`src/shared/verify_seq_params.svh`:
```
// Status codes, address layout and block geometry of the verify sequencer
`ifndef VERIFY_SEQ_PARAMS_SVH
`define VERIFY_SEQ_PARAMS_SVH
`define ADDR_W 24
`define BLOCK_LOG2 12
`define CODE_PARAM 8'h05
`define CODE_ACK 8'h06
`define CODE_CSUM 8'h07
`define CODE_MISMATCH 8'h0f
`define CODE_NACK 8'h15
`define ZERO_CODE 8'h00
`endif

```
`src/shared/verify_seq_pkg.sv`:
```
// Types carried between the frame link and the verify sequencer
`include "verify_seq_params.svh"
package verify_seq_pkg;
   typedef struct packed {
      logic [`ADDR_W-1:0] start_addr;
      logic [`ADDR_W-1:0] end_addr;
      logic length_ok;
      logic end_marker_ok;
      logic checksum_ok;
   } cmd_frame_t;
   typedef struct packed {
      logic [7:0] data;
      logic last_byte;
      logic end_frame;
      logic checksum_ok;
   } data_beat_t;
   typedef struct packed {
      logic [7:0] first_status_byte;
      logic [7:0] second_status_byte;
      logic two_bytes;
   } status_frame_t;
   typedef enum logic [1:0] {
      ST_IDLE = 2'b01,
      ST_DATA = 2'b10
   } seq_state_t;
endpackage

```
`src/hdl/flash_verify_command_sequencer.sv`:
```
// Device-side sequencer for the flash verify command exchange
//
// What this block does
// - Idle device answers command with status; only acknowledge opens data phase.
// - Device returns both status bytes after every data frame, unless a command arrives with its last byte.
// - Both acknowledge: await next frame; after end frame sequence completes.
// - Frame with data or checksum mismatch reports code in second byte.
// - Success and matching data reported with the acknowledge code.
// - Start or end address off block boundary gives parameter error.
// - Malformed command frame gives negative acknowledge.
// - Bad command checksum gives checksum error in first byte.
`timescale 1ns/1ps
`include "verify_seq_params.svh"
module flash_verify_command_sequencer
   import verify_seq_pkg::*;
(
   input wire logic mclk, // 10 MHz clock
   input wire logic reset, // Synchronous, active high
   input wire logic cmd_valid, // Verify command frame received, pulse
   input wire cmd_frame_t cmd_frame, // Decoded command frame
   input wire logic data_valid, // One reference byte, pulse
   input wire data_beat_t data_beat, // Reference byte and frame flags
   input wire logic [7:0] flash_rdata, // Flash byte at flash_addr
   output logic [`ADDR_W-1:0] flash_addr, // Address being compared
   output logic status_valid, // Status frame ready, pulse
   output status_frame_t status_frame, // Status bytes to send
   output logic busy // Data phase open
);
   seq_state_t state_q;
   logic [`ADDR_W-1:0] addr_q;
   logic [`ADDR_W-1:0] end_q;
   logic past_end_q;
   logic mism_q;
   logic status_valid_q;
   status_frame_t status_q;
   logic busy_q;
   logic [`BLOCK_LOG2-1:0] ones;
   logic param_bad;
   logic byte_bad;
   logic frame_bad;
   logic frame_done;
   logic frame_ok;

   assign ones = '1;
   // Block alignment: start on first byte, end on last byte of a block
   assign param_bad = (cmd_frame.start_addr[`BLOCK_LOG2-1:0] != '0)
      || (cmd_frame.end_addr[`BLOCK_LOG2-1:0] != ones)
      || (cmd_frame.end_addr < cmd_frame.start_addr);
   // Bytes past the range, or an end frame short of it, count as mismatch
   assign byte_bad = (data_beat.data != flash_rdata) || past_end_q
      || (data_beat.last_byte && data_beat.end_frame && addr_q != end_q);
   assign frame_bad = mism_q || byte_bad;
   assign frame_done = (state_q == ST_DATA) && data_valid
      && data_beat.last_byte;
   assign frame_ok = frame_done && data_beat.checksum_ok && !frame_bad;

   always_ff @(posedge mclk) begin
      // Busy is its own flop so the pin never comes from decode logic
      if (reset) begin
         state_q <= ST_IDLE;
         busy_q <= 1'b0;
      end else begin
         case (state_q)
            ST_IDLE: begin
               if (cmd_valid && cmd_frame.length_ok
                   && cmd_frame.end_marker_ok && cmd_frame.checksum_ok
                   && !param_bad) begin
                  state_q <= ST_DATA;
                  busy_q <= 1'b1;
               end
            end
            ST_DATA: begin
               // A fresh command aborts to idle and is not taken; the programmer never retries
               if (cmd_valid) begin
                  state_q <= ST_IDLE;
                  busy_q <= 1'b0;
               end else if (frame_done) begin
                  if (!frame_ok || data_beat.end_frame) begin
                     state_q <= ST_IDLE;
                     busy_q <= 1'b0;
                  end
               end
            end
            default: begin
               state_q <= ST_IDLE;
               busy_q <= 1'b0;
            end
         endcase
      end
   end

   // Address parks on the end so an overrun byte is flagged, not read
   always_ff @(posedge mclk) begin
      if (reset) begin
         addr_q <= '0;
         end_q <= '0;
         past_end_q <= 1'b0;
         mism_q <= 1'b0;
      end else if (state_q == ST_IDLE && cmd_valid) begin
         addr_q <= cmd_frame.start_addr;
         end_q <= cmd_frame.end_addr;
         past_end_q <= 1'b0;
         mism_q <= 1'b0;
      end else if (state_q == ST_DATA && data_valid) begin
         if (addr_q == end_q) begin
            past_end_q <= 1'b1;
         end else begin
            addr_q <= addr_q + `ADDR_W'(1);
         end
         mism_q <= data_beat.last_byte ? 1'b0 : frame_bad;
      end
   end

   // A command in the data phase aborts it and draws no reply
   always_ff @(posedge mclk) begin
      if (reset) begin
         status_valid_q <= 1'b0;
         status_q <= '0;
      end else begin
         status_valid_q <= 1'b0;
         if (state_q == ST_IDLE && cmd_valid) begin
            status_valid_q <= 1'b1;
            status_q.two_bytes <= 1'b0;
            status_q.second_status_byte <= `ZERO_CODE;
            if (!cmd_frame.length_ok || !cmd_frame.end_marker_ok) begin
               status_q.first_status_byte <= `CODE_NACK;
            end else if (!cmd_frame.checksum_ok) begin
               status_q.first_status_byte <= `CODE_CSUM;
            end else if (param_bad) begin
               status_q.first_status_byte <= `CODE_PARAM;
            end else begin
               status_q.first_status_byte <= `CODE_ACK;
            end
         end else if (frame_done && !cmd_valid) begin
            status_valid_q <= 1'b1;
            status_q.two_bytes <= 1'b1;
            status_q.first_status_byte <= `CODE_ACK;
            if (!data_beat.checksum_ok) begin
               status_q.second_status_byte <= `CODE_CSUM;
            end else if (frame_bad) begin
               status_q.second_status_byte <= `CODE_MISMATCH;
            end else begin
               status_q.second_status_byte <= `CODE_ACK;
            end
         end
      end
   end

   assign flash_addr = addr_q;
   assign status_valid = status_valid_q;
   assign status_frame = status_q;
   assign busy = busy_q;
endmodule // flash_verify_command_sequencer

```
`config.mk`:
```
export PLATFORM = sky130hd
export DESIGN_NAME = flash_verify_command_sequencer
export DESIGN_NICKNAME = d
export VERILOG_FILES = /design/src/shared/verify_seq_pkg.sv /design/src/hdl/flash_verify_command_sequencer.sv
export VERILOG_INCLUDE_DIRS = /design/src /design/src/shared
export SDC_FILE = /design/constraint.sdc
export NUM_CORES = 1
export LEC_CHECK = 0
export ABC_AREA = 1
export BUFFER_PORTS_ARGS = -buffer_cell sky130_fd_sc_hd__buf_2
export CELL_PAD_IN_SITES_DETAIL_PLACEMENT = 2
export CELL_PAD_IN_SITES_GLOBAL_PLACEMENT = 2
export CORE_AREA = 2 2 127 129
export CTS_BUF_LIST = sky130_fd_sc_hd__clkbuf_2
export DETAILED_ROUTE_END_ITERATION = 10
export DIE_AREA = 0 0 129 131
export PLACE_DENSITY_LB_ADDON = 0.1
export SLEW_MARGIN = 20
export SYNTH_ARGS = -nofsm -noshare
export SYNTH_HDL_FRONTEND = slang
export SYNTH_SLANG_ARGS = --single-unit
```
`constraint.sdc`:
```
create_clock -name mclk -period 2.4 [get_ports mclk]
set_clock_uncertainty 0.1 [all_clocks]
set_input_delay 0.48 -clock mclk [delete_from_list [all_inputs] [get_ports mclk]]
set_output_delay 0.48 -clock mclk [all_outputs]
set_load 0.02 [all_outputs]
```
==> run metrics <==
flops & latches, synth 60; Die ar. 16900 um^2; Hold Fails Final Rpt 0; CP top delay family simple AND/OR/NAND/NOR gates; Vias 4867; Chip Width 129 um; unrepaired setup endpoints after global routing no; Core Area 15600 um^2; Non-Filler Instances 1039; post-synth top area cell dfxtp_1; Worst Setup End Kind flip-flop; DR DRC count 0; Req. time, crit path 2750 ps; Iter 0 DRT Violations 173; CTS clk-pin slew, worst paths 220 ps; crit-path cells ha_1 -> nand3_1 -> inv_1 -> nand2_1 -> nor2_1 -> xor2_1 -> nor2_1 -> a21oi_1 -> a21oi_1; placed cell count 1020; Die Ht 131 um; IO Pins 117; peak supply drop 0.000207 V; mux cell area share after synthesis 0; DP Wirelength 13800 um; Ys Warns 0; CP Buf/Inv Count 1; initial antenna violation count 1; actual slew at the worst max-slew pin 513 ps; GPL Wtd Cong 0.790; synthesis-to-finish area growth 24.0%; relative slew slack 0.655; ratio of final minimum period to clock period 0.865; CP Max Fanout 6; Clock Tree Root clkbuf_2; fmax 482 MHz; CTS tree built; top-area cell type share of the netlist area 0.282; clock sinks 60; via density per instance 4.68; share of cells above drive strength 1 0.196; run status finished, final reports clean; nets 915; top post-synthesis cells by area dfxtp_1 28%, nand2_1 19%, a21oi_1 8.4%, inv_1 8.1%, ha_1 7.1%; kind of critical path reg2reg; Clock Latency Late Sink 580 ps; sequential fraction of the synthesis area 0.282; H-tree levels 3; syn avg cell area 6.10 um^2; Starting Density 0.273; first-pass GRT wire length 27500 um; maximum clock insertion buffer count 2; post-synthesis cell type count 31; Critical Path Max Stage Delay 490 ps; startpoint types flip-flop; Arrival @ worst endpoint 2420 ps; post-route ant nets 0; Synth Area in Adders 0.0706; vias in the first global route 5353; Final setup viols 0; largest net degree at the start of global routing 72; gr usage total 0.211; Tmin final 2080 ps; Max Slew Vio Count 0; PwrDens 453 nW/um^2; Max Cap Viol 0; main combinational cell family by area after synthesis simple AND/OR/NAND/NOR gates; number of post-CTS setup repair buffers 0; setup_tns 0 ps; Synth Area in Simple Gates 0.330; Initial DRT Pass Iterations 4; WL/cell 16.4 um; Leak Pwr 2.57 nW; Worst Hold Class in2reg; Num CTS Buffers 9; Compound-Gate Fraction of Synth Area 0.150; Final Util 0.338; gr ovfl total 0; # rows 46; cell count after synthesis 697; drt total wl 17100 um; # port buffers 108; post-synthesis xor/xnor area fraction 0.0391; cell area after synthesis 4250 um^2; critical path's slowest cell dfxtp_1
## state kept, by name (all words and copies together) (netlist names)
register	cells
past_end_q	1
status_valid	1
state_q	2
end_q	24
flash_addr	24
status_frame	7
mism_q	1
## final timing paths
path                               startpoint  slack (ps)  depth (start not counted)             end
worst min register to register       end_q[6]         390                          2        end_q[6]
worst min-delay path            cmd_frame[24]          90                          3       end_q[21]
worst max-delay path            flash_addr[0]         320                          9  flash_addr[10]
worst max register to register  flash_addr[0]         320                          9  flash_addr[10]
## metrics by stage
stage               worst slack, ps  hold WS, ps  cell area [um^2]  power, mW
CTS                             272         31.9              5270       2.44
global placement               81.5          343              5140       1.70
detailed placement             54.3          366              5140       1.73
finish                          324         90.8              5280       2.39
floorplan                       496          330              4280       1.47
global route                   95.2         82.1              5280       2.55
## placed cells by master, fill, tap and decap left out, types with 2 or more instances in the layout
cell	n
nand2_1	210
buf_2	108
inv_1	92
nor2_1	72
a21oi_1	71
dfxtp_1	60
o21ai_0	48
ha_1	24
nand3_1	20
buf_4	17
xor2_1	15
nand4_1	13
nor3_1	11
clkbuf_2	10
inv_2	8
conb_1	8
xnor2_1	4
buf_12	4
a31oi_1	3
clkinvlp_4	3
nor2_4	2
nor2_2	2
nand2_4	2
nand3b_1	2
dlygate4sd3_1	2
## repair_timing
action                    in CTS  in global routing
hold buffers                   2                  0
hold endpoints to repair       2                  0
gates resized for setup        0                  0
## cell families after synthesis
family | count (synthesis)
and+or+nand+nor | 338
buffers and inverters | 130
AOI/OAI and AO/OA | 125
DFF | 60
adders and majority gates | 24
xor gates and xnor gates | 19
other | 1
## final cells by class
cell class	count	area, um^2
fill	1970	10300
multi-input combinational	514	2540
sequential	60	1200
timing repair buffer	131	768
inverter	101	380
tap	216	270
clock inverter	6	65.1
clock buffer	10	50.0
antenna	1	2.50
## power by group
part           switching (mW)  leakage [nW]  internal, mW
Clock                   0.452        0.0618         0.241
Sequential             0.0567         0.495          1.05
Combinational           0.370          2.01         0.218
## synthesized netlist by cell type
master,number
a21o_1,1
a21oi_1,71
a31oi_1,3
buf_1,1
buf_2,1
buf_4,10
buf_6,2
clkbuf_1,15
clkinv_2,1
conb_1,1
dfxtp_1,60
ha_1,24
inv_1,92
inv_2,8
nand2_1,211
nand2_4,2
nand3_1,20
nand3_4,1
nand3b_1,2
nand4_1,13
nor2_1,72
nor2_2,2
nor2_4,2
nor3_1,11
nor3b_1,1
nor4_1,1
o211ai_1,1
o21ai_0,48
o31ai_1,1
xnor2_1,4
xor2_1,15
## metal layers
| metal | share of wire | track usage | vias to the layer above | routed length, um |
|---|---|---|---|---|
| li1 | - | - | 2432 | - |
| met3 | 0.023 | 0.0232 | 17 | 396 |
| met2 | 0.51 | 0.388 | 73 | 8790 |
| met1 | 0.44 | 0.256 | 2345 | 7570 |
| met4 | 0.019 | 0.0761 | 0 | 317 |
| met5 | 0 | 0 | - | 0 |
## tightest hold or removal path, cell delays in order
cell and delay, ps:
buf_2 90, o21ai_0 80, a21oi_1 100
No activity file was read; power rests on OpenSTA's default activity.
